==> src/verilog/vdsr_pkg.sv <==
`default_nettype none
package vdsr_pkg;
  // Sub-addresses
  localparam logic [7:0] ADDR_REQUEST    = 8'h0A;
  localparam logic [7:0] ADDR_STATUS     = 8'h10;
  localparam logic [7:0] ADDR_COPY_PROT  = 8'h11;
  localparam logic [7:0] ADDR_CAPTION_LO = 8'h12;
  localparam logic [7:0] ADDR_CAPTION_HI = 8'h13;
  localparam logic [7:0] ADDR_AUX_LO     = 8'h14;
  localparam logic [7:0] ADDR_AUX_HI     = 8'h15;
  localparam logic [7:0] ADDR_CGEN_1     = 8'h16;
  localparam logic [7:0] ADDR_CGEN_2     = 8'h17;
  localparam logic [7:0] ADDR_ID         = 8'h18;

  // Decode-request bit positions
  localparam int REQ_CAPTION_BIT = 0;
  localparam int REQ_AUX_BIT     = 1;
  localparam int REQ_COPYGEN_BIT = 2;

  // Word widths and split points
  localparam int CAPTION_WIDTH = 16;
  localparam int COPYGEN_WIDTH = 14;
  localparam int CGEN_HI_WIDTH = 6;

  // Values after reset and for unmapped reads
  localparam logic [7:0]  RDATA_RESET   = 8'h00;
  localparam logic [7:0]  UNMAPPED_DATA = 8'h00;
  localparam logic [15:0] WORD_RESET    = 16'h0000;

  typedef enum logic [1:0] {
    SLOT_IDLE  = 2'b01,
    SLOT_ARMED = 2'b10
  } vdsr_slot_state_type;
endpackage
`default_nettype wire

==> src/verilog/vdsr_slot_if.sv <==
`timescale 1ns/1ps
`default_nettype none
interface vdsr_slot_if #(parameter int W = 16);
  logic         clear;
  logic         arm;
  logic         done;
  logic [W-1:0] word_in;
  logic [W-1:0] word;
  logic         ready;
  modport slot  (input clear, input arm, input done, input word_in, output word, output ready);
  modport owner (output clear, output arm, output done, output word_in, input word, input ready);
endinterface
`default_nettype wire

==> src/verilog/vdsr_vbi_slot.sv <==
`timescale 1ns/1ps
`default_nettype none
module vdsr_vbi_slot #(
  parameter int W = 16
) (
  input  wire logic  clk,
  input  wire logic  rst,
  vdsr_slot_if.slot  s
);
  if (W < 1 || W > 16) begin : g_bad_width
    $error("vdsr_vbi_slot: W must be 1..16");
  end

  vdsr_pkg::vdsr_slot_state_type state_q;
  logic [W-1:0]                  word_q;
  logic                          ready_q;
  logic                          capture;

  // Only a decode that completes while armed is kept
  assign capture = (state_q == vdsr_pkg::SLOT_ARMED) && s.done;
  assign s.word  = word_q;
  assign s.ready = ready_q;

  always_ff @(posedge clk) begin
    if (rst) begin
      state_q <= vdsr_pkg::SLOT_IDLE;
    end else begin
      case (state_q)
        vdsr_pkg::SLOT_IDLE:  if (s.arm) state_q <= vdsr_pkg::SLOT_ARMED;
        vdsr_pkg::SLOT_ARMED: if (!s.arm && s.done) state_q <= vdsr_pkg::SLOT_IDLE;
        default:              state_q <= vdsr_pkg::SLOT_IDLE;
      endcase
    end
  end

  always_ff @(posedge clk) begin
    if (rst) begin
      word_q <= W'(vdsr_pkg::WORD_RESET);
    end else if (capture) begin
      word_q <= s.word_in;
    end
  end

  // Set wins over a clear in the same cycle, so a finished decode is never lost
  always_ff @(posedge clk) begin
    if (rst) begin
      ready_q <= 1'b0;
    end else if (capture) begin
      ready_q <= 1'b1;
    end else if (s.clear) begin
      ready_q <= 1'b0;
    end
  end
endmodule // vdsr_vbi_slot
`default_nettype wire

==> src/verilog/vdsr_read_mux.sv <==
`timescale 1ns/1ps
`default_nettype none
module vdsr_read_mux (
  input  wire logic [7:0]  addr,
  input  wire logic [7:0]  status_byte,
  input  wire logic [7:0]  copy_byte,
  input  wire logic [15:0] caption_word,
  input  wire logic [15:0] aux_word,
  input  wire logic [13:0] copygen_word,
  input  wire logic [7:0]  id_byte,
  output logic      [7:0]  data,
  output logic             hit
);
  always_comb begin
    hit  = 1'b1;
    data = vdsr_pkg::UNMAPPED_DATA;
    case (addr)
      vdsr_pkg::ADDR_STATUS:     data = status_byte;
      vdsr_pkg::ADDR_COPY_PROT:  data = copy_byte;
      vdsr_pkg::ADDR_CAPTION_LO: data = caption_word[7:0];
      vdsr_pkg::ADDR_CAPTION_HI: data = caption_word[15:8];
      vdsr_pkg::ADDR_AUX_LO:     data = aux_word[7:0];
      vdsr_pkg::ADDR_AUX_HI:     data = aux_word[15:8];
      // Top two bits of the first copy-generation byte are reserved zeros
      vdsr_pkg::ADDR_CGEN_1:     data = {2'h0, copygen_word[13:8]};
      vdsr_pkg::ADDR_CGEN_2:     data = copygen_word[7:0];
      vdsr_pkg::ADDR_ID:         data = id_byte;
      default:                   hit  = 1'b0;
    endcase
  end
endmodule // vdsr_read_mux
`default_nettype wire

==> src/verilog/video_decoder_status_readout.sv <==
`timescale 1ns/1ps
`default_nettype none
module video_decoder_status_readout #(
  parameter logic [5:0] PART_CODE = 6'h2A, // Arbitrary value
  parameter logic [1:0] SILICON_STEP = 2'h2 // Arbitrary value
) (
  input  wire logic        ref_clk,
  input  wire logic        rst,
  input  wire logic        reg_wr_en,
  input  wire logic        reg_rd_en,
  input  wire logic [7:0]  reg_addr,
  input  wire logic [7:0]  reg_wdata,
  output logic      [7:0]  reg_rdata_q,
  output logic             reg_rd_valid_q,
  input  wire logic        input_absent_flag,
  input  wire logic        colour_suppress_active,
  input  wire logic        input_overflow_flag,
  input  wire logic        vertical_unlocked_flag,
  input  wire logic        gain_loop_kind,
  input  wire logic        gain_disturb_found,
  input  wire logic        colour_stripe_found,
  input  wire logic        colour_stripe_variant,
  input  wire logic        sync_shrink_found,
  input  wire logic        field_porch_pulse_found,
  input  wire logic        gain_pulse_found,
  input  wire logic        fake_sync_found,
  input  wire logic        caption_done,
  input  wire logic [15:0] caption_word_in,
  input  wire logic        caption_aux_done,
  input  wire logic [15:0] caption_aux_word_in,
  input  wire logic        copygen_done,
  input  wire logic [13:0] copygen_word_in,
  output logic             caption_decode_request_q,
  output logic             caption_aux_decode_request_q,
  output logic             copygen_decode_request_q,
  output logic             input_absent_pin_q
);
  vdsr_slot_if #(.W(vdsr_pkg::CAPTION_WIDTH)) cap_if ();
  vdsr_slot_if #(.W(vdsr_pkg::CAPTION_WIDTH)) aux_if ();
  vdsr_slot_if #(.W(vdsr_pkg::COPYGEN_WIDTH)) cgen_if ();

  logic       req_write;
  logic       any_request;
  logic [7:0] status_byte;
  logic [7:0] copy_byte;
  logic [7:0] id_byte;
  logic [7:0] mux_data;
  logic       mux_hit;

  // Only the request sub-address has a write effect; all others fall through
  assign req_write   = reg_wr_en && (reg_addr == vdsr_pkg::ADDR_REQUEST);
  assign any_request = req_write && (reg_wdata[vdsr_pkg::REQ_CAPTION_BIT]
                                   || reg_wdata[vdsr_pkg::REQ_AUX_BIT]
                                   || reg_wdata[vdsr_pkg::REQ_COPYGEN_BIT]);

  // One request bit clears every flag, but arms only its own decoder
  assign cap_if.clear  = any_request;
  assign aux_if.clear  = any_request;
  assign cgen_if.clear = any_request;
  assign cap_if.arm    = req_write && reg_wdata[vdsr_pkg::REQ_CAPTION_BIT];
  assign aux_if.arm    = req_write && reg_wdata[vdsr_pkg::REQ_AUX_BIT];
  assign cgen_if.arm   = req_write && reg_wdata[vdsr_pkg::REQ_COPYGEN_BIT];
  assign cap_if.done     = caption_done;
  assign cap_if.word_in  = caption_word_in;
  assign aux_if.done     = caption_aux_done;
  assign aux_if.word_in  = caption_aux_word_in;
  assign cgen_if.done    = copygen_done;
  assign cgen_if.word_in = copygen_word_in;

  vdsr_vbi_slot #(.W(vdsr_pkg::CAPTION_WIDTH)) u_caption_slot (
    .clk (ref_clk),
    .rst (rst),
    .s   (cap_if.slot)
  );

  vdsr_vbi_slot #(.W(vdsr_pkg::CAPTION_WIDTH)) u_aux_slot (
    .clk (ref_clk),
    .rst (rst),
    .s   (aux_if.slot)
  );

  vdsr_vbi_slot #(.W(vdsr_pkg::COPYGEN_WIDTH)) u_copygen_slot (
    .clk (ref_clk),
    .rst (rst),
    .s   (cgen_if.slot)
  );

  assign status_byte[0] = input_absent_flag;
  assign status_byte[1] = colour_suppress_active;
  assign status_byte[2] = input_overflow_flag;
  assign status_byte[3] = vertical_unlocked_flag;
  assign status_byte[4] = gain_loop_kind;
  assign status_byte[5] = cap_if.ready;
  assign status_byte[6] = aux_if.ready;
  assign status_byte[7] = cgen_if.ready;

  assign copy_byte[0] = gain_disturb_found;
  assign copy_byte[1] = colour_stripe_found;
  assign copy_byte[2] = colour_stripe_variant;
  assign copy_byte[3] = sync_shrink_found;
  assign copy_byte[4] = field_porch_pulse_found;
  assign copy_byte[5] = gain_pulse_found;
  assign copy_byte[6] = fake_sync_found;
  assign copy_byte[7] = 1'b0;

  // Fixed by parameters, so no write path can reach it
  assign id_byte = {SILICON_STEP, PART_CODE};

  vdsr_read_mux u_read_mux (
    .addr         (reg_addr),
    .status_byte  (status_byte),
    .copy_byte    (copy_byte),
    .caption_word (cap_if.word),
    .aux_word     (aux_if.word),
    .copygen_word (cgen_if.word),
    .id_byte      (id_byte),
    .data         (mux_data),
    .hit          (mux_hit)
  );

  // Read data is a snapshot taken at the read edge and held until the next read
  always_ff @(posedge ref_clk) begin
    if (rst) begin
      reg_rdata_q <= vdsr_pkg::RDATA_RESET;
    end else if (reg_rd_en) begin
      reg_rdata_q <= mux_hit ? mux_data : vdsr_pkg::UNMAPPED_DATA;
    end
  end

  always_ff @(posedge ref_clk) begin
    if (rst) begin
      reg_rd_valid_q <= 1'b0;
    end else begin
      reg_rd_valid_q <= reg_rd_en;
    end
  end

  // One-cycle request pulses toward the vertical-blanking decoders
  always_ff @(posedge ref_clk) begin
    if (rst) begin
      caption_decode_request_q     <= 1'b0;
      caption_aux_decode_request_q <= 1'b0;
      copygen_decode_request_q     <= 1'b0;
    end else begin
      caption_decode_request_q     <= cap_if.arm;
      caption_aux_decode_request_q <= aux_if.arm;
      copygen_decode_request_q     <= cgen_if.arm;
    end
  end

  // Pin is high with no signal or out of vertical lock
  always_ff @(posedge ref_clk) begin
    if (rst) begin
      input_absent_pin_q <= 1'b1;
    end else begin
      input_absent_pin_q <= input_absent_flag || vertical_unlocked_flag;
    end
  end
endmodule // video_decoder_status_readout
`default_nettype wire

==> config.mk <==
export PLATFORM = sky130hd
export DESIGN_NAME = video_decoder_status_readout
export DESIGN_NICKNAME = d
export VERILOG_FILES = /design/src/verilog/vdsr_pkg.sv /design/src/verilog/vdsr_slot_if.sv /design/src/verilog/vdsr_vbi_slot.sv /design/src/verilog/vdsr_read_mux.sv /design/src/verilog/video_decoder_status_readout.sv
export SDC_FILE = /design/constraint.sdc
export NUM_CORES = 1
export LEC_CHECK = 0
export ABC_CLOCK_PERIOD_IN_PS = 2200
export BUFFER_PORTS_ARGS = -buffer_cell sky130_fd_sc_hd__buf_2
export CELL_PAD_IN_SITES_DETAIL_PLACEMENT = 0
export CELL_PAD_IN_SITES_GLOBAL_PLACEMENT = 2
export CORE_MARGIN = 2
export CORE_UTILIZATION = 30
export CTS_CLUSTER_DIAMETER = 200
export DETAILED_ROUTE_END_ITERATION = 12
export PLACE_DENSITY = 0.8
export SYNTH_ARGS = -nofsm -noshare
export SYNTH_HDL_FRONTEND = slang
export SYNTH_HIERARCHICAL = 1
export SYNTH_SLANG_ARGS = --single-unit
==> constraint.sdc <==
create_clock -name ref_clk -period 2.2 [get_ports ref_clk]
set_input_delay 0.44 -clock ref_clk [delete_from_list [all_inputs] [get_ports ref_clk]]
set_output_delay 0.44 -clock ref_clk [all_outputs]
set_load 0.05 [all_outputs]
==> impl_metrics.sql, run 1 <==
INSERT INTO impl_metrics (metric_group, metric, value, unit) VALUES
('cts', 'post-cts-setup-buffer-count', '0', ''),
('synth', 'synthesis.area', '3410', 'um2'),
('sta', 'transition_time_at_the_pin_with_the_least_slew_margin', '0.629', 'ns'),
('synth', 'synth_common_cells', 'sky130_fd_sc_hd__nand2_1, sky130_fd_sc_hd__dfxtp_1, sky130_fd_sc_hd__a21oi_1', ''),
('global_route', 'initial_antenna_violation_count', '0', ''),
('sta', 'least_setup_slack_across_all_paths_after_layout', '0.540', 'ns'),
('floorplanning', 'std_cell_rows', '38', ''),
('synth', 'async_reset_ff_share', '0', '%'),
('synth', 'synth.area.top_cells', 'sky130_fd_sc_hd__dfxtp_1, sky130_fd_sc_hd__nand2_1, sky130_fd_sc_hd__a21oi_2, sky130_fd_sc_hd__a21oi_1, sky130_fd_sc_hd__mux2i_1', ''),
('cts', 'number_of_buffers_created_by_cts', '9', ''),
('global_route', 'grt_first_pass_wirelength', '14600', 'um'),
('cts', 'tritoncts', 'built', ''),
('sta', 'setup_violations', '0', ''),
('synth', 'synth_seq_area_share', '39.9', '%'),
('global_route', 'gr-usage-all-layers', '14.7', '%'),
('cts', 'clkLatencyLatePin', '0.32', 'ns'),
('sta', 'finalCriticalPeriod', '1.66', 'ns'),
('placement', 'dp_hpwl', '6810', 'um'),
('sta', 'setup-tns-final', '0', 'ns'),
('floorplanning', 'io_pins', '94', ''),
('floorplanning', 'floorplan.die_area', '12200', 'um2'),
('status', 'outcome', 'finished clean', ''),
('sta', 'hold_violation_total_from_the_final_report', '0', ''),
('cts', 'cts_htree_levels', '3', ''),
('layout', 'multi_input_area', '1870', 'um2'),
('cts', 'ctsResizeCount', '0', ''),
('placement', 'port_buffers', '88', ''),
('flow_run', 'cap_viol_max_count', '0', ''),
('synth', 'yosysUniqueCellTypes', '45', ''),
('worst_setup_path', 'cp_data_arrival_time', '1.88', 'ns'),
('floorplanning', 'die_height', '111', 'um'),
('synth', 'synth_area_leader_cell', 'sky130_fd_sc_hd__dfxtp_1', ''),
('min_path', 'timing.hold.worst_endpoint', 'input_absent_pin_q$_SDFF_PP1_', ''),
('placement', 'place_congestion', '0.752', ''),
('synth', 'synth_cells', '399', ''),
('placement', 'dpl_worst_slack', '0.227', 'ns'),
('layout', 'instances_no_fill', '631', ''),
('floorplanning', 'core_area', '11000', 'um2'),
('worst_setup_path', 'timing.critical_path.from_type', 'input pin', ''),
('worst_setup_path', 'criticalPathCategory', 'in -> reg', ''),
('layout', 'final_nets', '567', ''),
('sta', 'layout_worst_path_cycle_share', '75.5', '%'),
('drt', 'vias', '3000', ''),
('synth', 'netlist.area_leader.share', '39.9', '%'),
('worst_setup_path', 'timing.reg2reg.worst_path_depth', '6', ''),
('synth', 'number_of_enable_type_register_cells_in_the_synthesized_netlist', '0', ''),
('sta', 'rsz0062_at_grt', 'false', ''),
('layout', 'post_layout_utilization_of_the_core', '38.7', '%'),
('layout', 'drive_gt1_share', '32.0', '%'),
('layout', 'seqCellArea', '1360', 'um2'),
('drt', 'wl_per_cell', '14.1', 'um'),
('global_route', 'first_global_vias', '2988', ''),
('sta', 'worst_rel_slew_slack', '57.9', '%'),
('layout', 'antennaDiodeCount', '0', ''),
('sta', 'max_clock_freq', '0.602', 'GHz'),
('placement', 'dp_cell_count', '615', ''),
('drt', 'first_pass_iters', '4', ''),
('synth', 'ys_warns', '6', ''),
('cts', 'cts.sinks', '68', ''),
('worst_setup_path', 'slowest_stage', 'sky130_fd_sc_hd__mux2_2', ''),
('worst_setup_path', 'rr_startpoint', 'u_copygen_slot/s.word[13]$_SDFFE_PP0P_', ''),
('drt', 'drcViolationCount', '0', ''),
('synth', 'synth_most_common_cell', 'sky130_fd_sc_hd__nand2_1', ''),
('cts', 'clk_pin_slew', '0.05', 'ns'),
('worst_setup_path', 'critical_path.endpoint_type', 'flip-flop', ''),
('drt', 'final_wirelength', '8900', 'um'),
('synth', 'synth_seq_cells', '68', ''),
('worst_setup_path', 'cp_max_fo', '27', ''),
('power_and_ir_drop', 'max-vdd-ir-drop', '0.336', 'mV'),
('worst_setup_path', 'worstPathCellList', 'buf_2, buf_12, mux2_2, a22oi_1, a221o_1, o41ai_2, a21oi_1, nor2_1', ''),
('power_and_ir_drop', 'power_density_cells', '685', 'nW/um2');
worst max-delay path, delay by kind of cell:
kind / cells / cell delay [ns]
AOI/OAI and AO/OA: 4 / 0.66
buffers and inverters: 2 / 0.37
muxes: 1 / 0.35
and+or+nand+nor: 1 / 0.05
area by class of cell:
type	count	share of cell area [%]
clock inverters	5	1.41
repair buffers	97	12.5
multi-input cells	309	43.9
inverters	1	0.0883
clock buffers	11	5.94
well taps	140	4.12
flip-flops and latches	68	32.0
worst max-delay path by stage:
stage                      startpoint                     endpoint  slack [ns]
after floorplan           reg_addr[1]  reg_rdata_q[0]$_SDFFE_PP0P_        0.50
after global placement    reg_addr[1]  reg_rdata_q[0]$_SDFFE_PP0P_        0.23
after detailed placement  reg_addr[1]  reg_rdata_q[0]$_SDFFE_PP0P_        0.23
after CTS                 reg_addr[1]  reg_rdata_q[0]$_SDFFE_PP0P_        0.57
after global routing      reg_addr[1]  reg_rdata_q[0]$_SDFFE_PP0P_        0.46
final                     reg_addr[1]  reg_rdata_q[0]$_SDFFE_PP0P_        0.54
per-layer routing:
| layer | routed length (um) | up-vias | GRT usage (%) |
|---|---|---|---|
| li1 | - | 1540 | - |
| met1 | 4290 | 1395 | 19.9 |
| met2 | 4100 | 61 | 23.7 |
| met3 | 441 | 4 | 3.62 |
| met4 | 64 | 0 | 3.50 |
| met5 | 0 | - | 0 |
cells by family after synthesis:
logic type	count (synthesis)	share of synthesized area [%]
AO/OA/AOI/OAI	101	19.8
buffers and inverters	29	6.09
other	2	0.220
multiplexers	15	5.25
AND/OR/NAND/NOR	184	28.7
flip-flops	68	39.9
state kept, by name (all words and copies together) (netlist names), 2 cells and up:
name	count
u_aux_slot/s.word	16
u_caption_slot/s.word	16
u_copygen_slot/s.word	14
reg_rdata_q	8
u_aux_slot/state_q	2
u_caption_slot/state_q	2
u_copygen_slot/state_q	2
through the flow:
step	cell area (um2)	total power, mW	hold slack [ns]
2_1_floorplan	3430	1.37	0.432
3_3_place_gp	3940	1.47	0.446
3_5_place_dp	3940	1.48	0.446
4_1_cts	4250	2.96	0.311
5_1_grt	4250	3.02	0.321
6_report	4250	2.91	0.321
cell usage in the layout, fill, tap and decap left out, drive strengths merged, types with 9 or more instances in the layout:
cell type / count
a21oi: 62
a31oi: 10
buf: 97
clkbuf: 11
conb: 9
dfxtp: 68
mux2i: 10
nand2: 99
nand3b: 11
nor2: 20
nor2b: 11
nor3b: 9
o21ai: 11
power breakdown:
part           switching, mW  internal (mW)  total (mW)
combinational          0.119         0.0957       0.215
sequential          0.000381           1.23        1.23
clock                  0.525          0.940        1.47
total                  0.644           2.27        2.91
No activity file was read; power rests on OpenSTA's default activity.
==> run 2, diff against run 1 <==
Settings changed: ABC_AREA from default to 1, ABC_CLOCK_PERIOD_IN_PS 2200 to 1400, CORE_UTILIZATION 30 to 25, PLACE_DENSITY 0.8 to 0.76.
Clock period 2.2 ns to 1.4 ns, I/O delays scaled along.
==> impl_metrics.sql, run 2 <==
INSERT INTO impl_metrics (metric_group, metric, value, unit) VALUES
('worst_setup_path', 'cp_max_fo', '21', ''),
('synth', 'synth_seq_area_share', '36.2', '%'),
('global_route', 'first_global_vias', '3527', ''),
('sta', 'transition_time_at_the_pin_with_the_least_slew_margin', '0.506', 'ns'),
('synth', 'netlist.area_leader.share', '36.2', '%'),
('drt', 'vias', '3647', ''),
('synth', 'average_footprint_of_a_synthesized_cell', '6.53', 'um2'),
('worst_setup_path', 'timing.critical_path.from_type', 'input pin', ''),
('layout', 'area_delta_synth_final', '25.6', '%'),
('layout', 'final_nets', '759', ''),
('drt', 'dr.first_iter.drc_count', '216', ''),
('global_route', 'gr-usage-all-layers', '13.8', '%'),
('synth', 'synth_common_cells', 'sky130_fd_sc_hd__nand2_1, sky130_fd_sc_hd__nor2_1, sky130_fd_sc_hd__nand3_1', ''),
('floorplanning', 'std_cell_rows', '44', ''),
('drt', 'wl_per_cell', '12.1', 'um'),
('floorplanning', 'chipWidth', '127', 'um'),
('layout', 'drive_gt1_share', '24.2', '%'),
('synth', 'async_reset_ff_share', '0', '%'),
('global_route', 'gr-total-overflow', '0', ''),
('cts', 'tritoncts', 'built', ''),
('layout', 'antennaDiodeCount', '0', ''),
('synth', 'ys_warns', '6', ''),
('flow_run', 'cap_viol_max_count', '0', ''),
('layout', 'final_common_cell', 'sky130_fd_sc_hd__nand2_1', ''),
('drt', 'vias_per_cell', '4.21', ''),
('cts', 'clkLatencyLatePin', '0.35', 'ns'),
('global_route', 'grt_start_max_net_pins', '36', ''),
('cts', 'clk_pin_slew', '0.05', 'ns'),
('synth', 'synthesis.area', '3760', 'um2'),
('synth', 'synth.area.top_cells', 'sky130_fd_sc_hd__dfxtp_1, sky130_fd_sc_hd__nand2_1, sky130_fd_sc_hd__nor2_1, sky130_fd_sc_hd__nand3_1, sky130_fd_sc_hd__inv_1', ''),
('sta', 'timing_max_transition_violations_final', '0', ''),
('floorplanning', 'io_pins', '94', ''),
('cts', 'cts.sinks', '68', ''),
('placement', 'place_congestion', '0.786', ''),
('sta', 'worst_rel_slew_slack', '66.2', '%'),
('synth', 'synth_area_leader_cell', 'sky130_fd_sc_hd__dfxtp_1', ''),
('drt', 'met3_length', '632', 'um'),
('worst_setup_path', 'cp_data_arrival_time', '1.55', 'ns'),
('cts', 'number_of_buffers_created_by_cts', '9', ''),
('drt', 'first_pass_iters', '4', ''),
('drt', 'drcViolationCount', '0', ''),
('power_and_ir_drop', 'max-vdd-ir-drop', '0.515', 'mV'),
('drt', 'final_wirelength', '10500', 'um'),
('synth', 'synth_most_common_cell', 'sky130_fd_sc_hd__nand2_1', ''),
('worst_setup_path', 'cp.required', '1.67', 'ns'),
('cts', 'cts_htree_levels', '3', ''),
('drt', 'routed-wl-met2', '4560', 'um'),
('min_path', 'hold_path_class', 'in -> reg', ''),
('synth', 'predominant_post_synthesis_flop_cell', 'sky130_fd_sc_hd__dfxtp_1', ''),
('drt', 'ant_nets', '0', ''),
('sta', 'final.setup_skew', '0.0114', 'ns'),
('floorplanning', 'die_height', '127', 'um'),
('cts', 'ctsResizeCount', '0', ''),
('floorplanning', 'core_area', '14600', 'um2'),
('floorplanning', 'initial_core_util', '25.7', '%'),
('power_and_ir_drop', 'p_total', '4.57', 'mW'),
('synth', 'synth_cells', '575', ''),
('floorplanning', 'floorplan.die_area', '16000', 'um2'),
('synth', 'number_of_enable_type_register_cells_in_the_synthesized_netlist', '0', ''),
('sta', 'finalCriticalPeriod', '1.28', 'ns'),
('cts', 'ctsRootBufferMaster', 'sky130_fd_sc_hd__clkbuf_16', ''),
('placement', 'dp_hpwl', '7900', 'um'),
('sta', 'max_clock_freq', '0.784', 'GHz'),
('power_and_ir_drop', 'leakage', '2.53', 'nW'),
('cts', 'clockBufferDepth', '2', ''),
('status', 'outcome', 'finished clean', ''),
('sta', 'final.hold.worst_slack', '0.156', 'ns'),
('worst_setup_path', 'criticalPathCategory', 'in -> reg', ''),
('placement', 'port_buffers', '88', ''),
('drt', 'wirelength_met1', '5010', 'um'),
('global_route', 'initial_antenna_violation_count', '0', ''),
('sta', 'layout_worst_path_cycle_share', '91.1', '%'),
('cts', 'postCtsHoldBufs', '0', ''),
('sta', 'hold_violation_total_from_the_final_report', '0', ''),
('power_and_ir_drop', 'power_density_cells', '968', 'nW/um2'),
('sta', 'setup_violations', '0', ''),
('drt', 'top_layer_used', 'met4', ''),
('worst_setup_path', 'critical_path.endpoint_type', 'flip-flop', ''),
('synth', 'synth_seq_cells', '68', ''),
('layout', 'layout_common_cells', 'sky130_fd_sc_hd__nand2_1, sky130_fd_sc_hd__nor2_1, sky130_fd_sc_hd__buf_2', ''),
('global_route', 'grt_first_pass_wirelength', '17300', 'um'),
('synth', 'yosysUniqueCellTypes', '27', '');
## run 2: metrics by stage
step / setup slack [ns] / TNS, ns / util, % / instances / instance area, um2
2_1_floorplan: 0.0991 / 0 / - / 582 / 3780
3_3_place_gp: -0.190 / -1.46 / 30.2 / 849 / 4400
3_5_place_dp: -0.201 / -1.68 / 30.2 / 849 / 4400
4_1_cts: 0.142 / 0 / 32.2 / 865 / 4700
5_1_grt: -0.00427 / -0.00427 / 32.3 / 867 / 4720
6_report: 0.124 / 0 / 32.3 / 867 / 4720
## run 2: per-layer routing
layer	vias up	global-route usage, %
met5	-	0
met4	0	6.53
met3	21	4.09
met2	81	21.2
met1	1586	17.7
li1	1959	-
## run 2: kinds of logic (layout without fill, tap and decap cells)
group	Yosys count	after routing	share of synthesized area [%]
AOI/OAI and AO/OA	15	15	2.30
xor gates and xnor gates	3	3	0.700
buffers and inverters	106	207	13.9
other	2	9	0.200
DFF	68	68	36.2
and+or+nand+nor	381	381	46.6
## run 2: cell type report
class                           instances  area [um2]
Clock buffer                            9         225
Clock inverter                          7        75.1
Fill cell                            1636        9870
Inverter                               84         320
Multi-Input combinational cell        408        1900
Sequential cell                        68        1360
Tap cell                              184         230
Timing Repair Buffer                  107         608
## run 2: power by group
part	total (mW)	switching [mW]	leakage, nW	internal, mW
clock	2.29	0.908	0.138	1.39
sequential	1.94	0.000626	0.548	1.94
combinational	0.333	0.202	1.84	0.131
## run 2: worst paths after layout
path                                          startpoint                                endpoint  slack, ns  cells past startpoint
hold reg to reg              reg_rdata_q[7]$_SDFFE_PP0P_             reg_rdata_q[7]$_SDFFE_PP0P_       0.46                      2
setup reg to reg  u_caption_slot/state_q[1]$_SDFFE_PP0P_  u_caption_slot/s.word[10]$_SDFFE_PP0P_       0.28                      3
hold / removal                    vertical_unlocked_flag           input_absent_pin_q$_SDFF_PP1_       0.16                      2
setup / recovery                             reg_addr[6]             reg_rdata_q[2]$_SDFFE_PP0P_       0.12                     12
## run 2: repair_timing
| item | 4_1_cts | 5_1_grt |
|---|---|---|
| endpoints found under the setup margin | 0 | 1 |
| buffers inserted | 0 | 2 |
| endpoints found under the hold margin | 0 | 0 |
## run 2: critical path: stages
cell,delay [ns]
sky130_fd_sc_hd__buf_2,0.10
sky130_fd_sc_hd__inv_1,0.06
sky130_fd_sc_hd__nand2_2,0.08
sky130_fd_sc_hd__nor2_8,0.21
sky130_fd_sc_hd__buf_4,0.16
sky130_fd_sc_hd__buf_12,0.14
sky130_fd_sc_hd__nand3_1,0.08
sky130_fd_sc_hd__nand2_1,0.07
sky130_fd_sc_hd__nor2_1,0.04
sky130_fd_sc_hd__nand2_1,0.09
sky130_fd_sc_hd__nand3_1,0.09
sky130_fd_sc_hd__a21oi_1,0.14
==> run 3, diff against run 2 <==
--- a/config.mk
+++ b/config.mk
@@ -17,2 +17,3 @@
 export PLACE_DENSITY = 0.76
+export RECOVER_POWER = 25
 export SYNTH_ARGS = -nofsm -noshare
--- a/constraint.sdc
+++ b/constraint.sdc
@@ -3,2 +3,2 @@
 set_output_delay 0.28 -clock ref_clk [all_outputs]
-set_load 0.05 [all_outputs]
+set_load 0.005 [all_outputs]
==> impl_metrics.sql, run 3 (synthesis results as in run 2) <==
INSERT INTO impl_metrics (metric_group, metric, value, unit) VALUES
('global_route', 'grt_first_pass_wirelength', '17300', 'um'),
('drt', 'first_pass_iters', '4', ''),
('sta', 'hold_violation_total_from_the_final_report', '0', ''),
('worst_setup_path', 'timing.reg2reg.worst_path_depth', '3', ''),
('global_route', 'gr-total-overflow', '0', ''),
('floorplanning', 'chipWidth', '127', 'um'),
('worst_setup_path', 'cp_max_fo', '21', ''),
('min_path', 'hold_path_class', 'in -> reg', ''),
('sta', 'finalCriticalPeriod', '1.27', 'ns'),
('drt', 'ant_nets', '0', ''),
('cts', 'clkLatencyLatePin', '0.35', 'ns'),
('drt', 'wl_per_cell', '12.1', 'um'),
('cts', 'cts.sinks', '68', ''),
('sta', 'worst_rel_slew_slack', '66.4', '%'),
('drt', 'final_wirelength', '10500', 'um'),
('min_path', 'min_delay_path_depth', '2', ''),
('drt', 'vias', '3644', ''),
('placement', 'dp_cell_count', '849', ''),
('floorplanning', 'io_pins', '94', ''),
('cts', 'clk_pin_slew', '0.05', 'ns'),
('global_route', 'grt_start_max_net_pins', '36', ''),
('sta', 'timing_max_transition_violations_final', '0', ''),
('sta', 'final.setup_skew', '0.0114', 'ns'),
('placement', 'place_congestion', '0.786', ''),
('cts', 'tritoncts', 'built', ''),
('flow_run', 'cap_viol_max_count', '0', ''),
('drt', 'vias_per_cell', '4.20', ''),
('layout', 'drive_gt1_share', '23.0', '%'),
('layout', 'multi_input_area', '1900', 'um2'),
('layout', 'area_delta_synth_final', '25.3', '%'),
('floorplanning', 'initial_core_util', '25.7', '%'),
('cts', 'number_of_buffers_created_by_cts', '9', ''),
('sta', 'transition_time_at_the_pin_with_the_least_slew_margin', '0.503', 'ns'),
('worst_setup_path', 'r2r_slack', '0.28', 'ns'),
('placement', 'port_buffers', '88', ''),
('status', 'outcome', 'finished clean', ''),
('worst_setup_path', 'cp_data_arrival_time', '1.55', 'ns'),
('sta', 'setup_violations', '0', ''),
('power_and_ir_drop', 'max-vdd-ir-drop', '0.518', 'mV'),
('layout', 'seqCellArea', '1360', 'um2'),
('cts', 'postCtsHoldBufs', '0', ''),
('floorplanning', 'std_cell_rows', '44', ''),
('drt', 'dr.first_iter.drc_count', '218', ''),
('cts', 'clockBufferDepth', '2', ''),
('power_and_ir_drop', 'power_density_cells', '968', 'nW/um2'),
('layout', 'instances_no_fill', '867', ''),
('layout', 'num-fill-cells', '1642', ''),
('layout', 'final_nets', '759', ''),
('placement', 'dp_hpwl', '7900', 'um'),
('floorplanning', 'core_area', '14600', 'um2'),
('layout', 'layout_common_cells', 'sky130_fd_sc_hd__nand2_1, sky130_fd_sc_hd__nor2_1, sky130_fd_sc_hd__buf_2', ''),
('worst_setup_path', 'cp.required', '1.67', 'ns'),
('worst_setup_path', 'criticalPathCategory', 'in -> reg', ''),
('floorplanning', 'floorplan.die_area', '16000', 'um2'),
('worst_setup_path', 'critical_path.endpoint_type', 'flip-flop', ''),
('layout', 'antennaDiodeCount', '0', ''),
('worst_setup_path', 'timing.critical_path.from_type', 'input pin', ''),
('cts', 'ctsRootBufferMaster', 'sky130_fd_sc_hd__clkbuf_16', ''),
('global_route', 'gr-usage-all-layers', '13.8', '%'),
('sta', 'max_clock_freq', '0.785', 'GHz'),
('layout', 'final_common_cell', 'sky130_fd_sc_hd__nand2_1', ''),
('power_and_ir_drop', 'p_total', '4.56', 'mW'),
('global_route', 'first_global_vias', '3527', ''),
('global_route', 'initial_antenna_violation_count', '0', ''),
('cts', 'cts_htree_levels', '3', ''),
('floorplanning', 'die_height', '127', 'um'),
('power_and_ir_drop', 'leakage', '2.50', 'nW'),
('drt', 'drcViolationCount', '0', ''),
('sta', 'layout_worst_path_cycle_share', '91.0', '%');
## run 3: cell types whose count changed in the layout (fill, tap and decap cells not counted)
cell,previous run,this run
sky130_fd_sc_hd__clkbuf_1,0,7
sky130_fd_sc_hd__nor2_1,114,115
sky130_fd_sc_hd__nor2_2,7,6
sky130_fd_sc_hd__buf_2,88,81
sky130_fd_sc_hd__clkbuf_4,0,1
sky130_fd_sc_hd__buf_4,17,16
## run 3: metrics by stage
stage / hold slack (ns) / worst slack [ns] / TNS, ns / cell area (um2) / util [%]
floorplan: 0.349 / 0.0991 / 0 / 3780 / -
global placement: 0.455 / -0.190 / -1.46 / 4400 / 30.2
detailed placement: 0.453 / -0.201 / -1.68 / 4400 / 30.2
CTS: 0.140 / 0.161 / 0 / 4700 / 32.2
global route: 0.154 / -0.00427 / -0.00427 / 4710 / 32.3
finish: 0.154 / 0.126 / 0 / 4710 / 32.3
## run 3: worst max-delay path: stages
cell	delay, ns
sky130_fd_sc_hd__buf_2	0.10
sky130_fd_sc_hd__inv_1	0.06
sky130_fd_sc_hd__nand2_2	0.08
sky130_fd_sc_hd__nor2_8	0.21
sky130_fd_sc_hd__buf_4	0.16
sky130_fd_sc_hd__buf_12	0.14
sky130_fd_sc_hd__nand3_1	0.08
sky130_fd_sc_hd__nand2_1	0.07
sky130_fd_sc_hd__nor2_1	0.04
sky130_fd_sc_hd__nand2_1	0.09
sky130_fd_sc_hd__nand3_1	0.09
sky130_fd_sc_hd__a21oi_1	0.14
## run 3: per-layer routing
metal | global-route usage [%] | vias up | routed length, um
li1 | - | 1960 | -
met1 | 17.7 | 1587 | 5080
met2 | 21.2 | 77 | 4570
met3 | 4.09 | 20 | 585
met4 | 6.53 | 0 | 249
met5 | 0 | - | 0
## run 3: layout make-up
| type | instances | area share [%] |
|---|---|---|
| timing repair buffer | 107 | 12.7 |
| multi-input combinational | 408 | 40.3 |
| clock buffer | 9 | 4.78 |
| sequential | 68 | 28.9 |
| inverter | 84 | 6.80 |
| tap | 184 | 4.89 |
| clock inverter | 7 | 1.59 |
## run 3: where the power goes
| part | leakage, nW | internal [mW] | total, mW | switching (mW) |
|---|---|---|---|---|
| logic | 1.81 | 0.130 | 0.321 | 0.192 |
| registers | 0.548 | 1.94 | 1.94 | 0.000669 |
| clock network | 0.138 | 1.39 | 2.30 | 0.909 |
| total | 2.50 | 3.45 | 4.56 | 1.10 |
## run 3: final timing paths
kind	startpoint	endpoint
worst max-delay path	reg_addr[6]	reg_rdata_q[2]$_SDFFE_PP0P_
worst min-delay path	vertical_unlocked_flag	input_absent_pin_q$_SDFF_PP1_
worst max register to register	u_caption_slot/state_q[1]$_SDFFE_PP0P_	u_caption_slot/s.word[10]$_SDFFE_PP0P_
worst min register to register	reg_rdata_q[7]$_SDFFE_PP0P_	reg_rdata_q[7]$_SDFFE_PP0P_
## run 3: what timing repair did
item	in CTS	in global routing
endpoints found under the setup margin	0	1
setup buffers	0	2
resized for setup	0	0
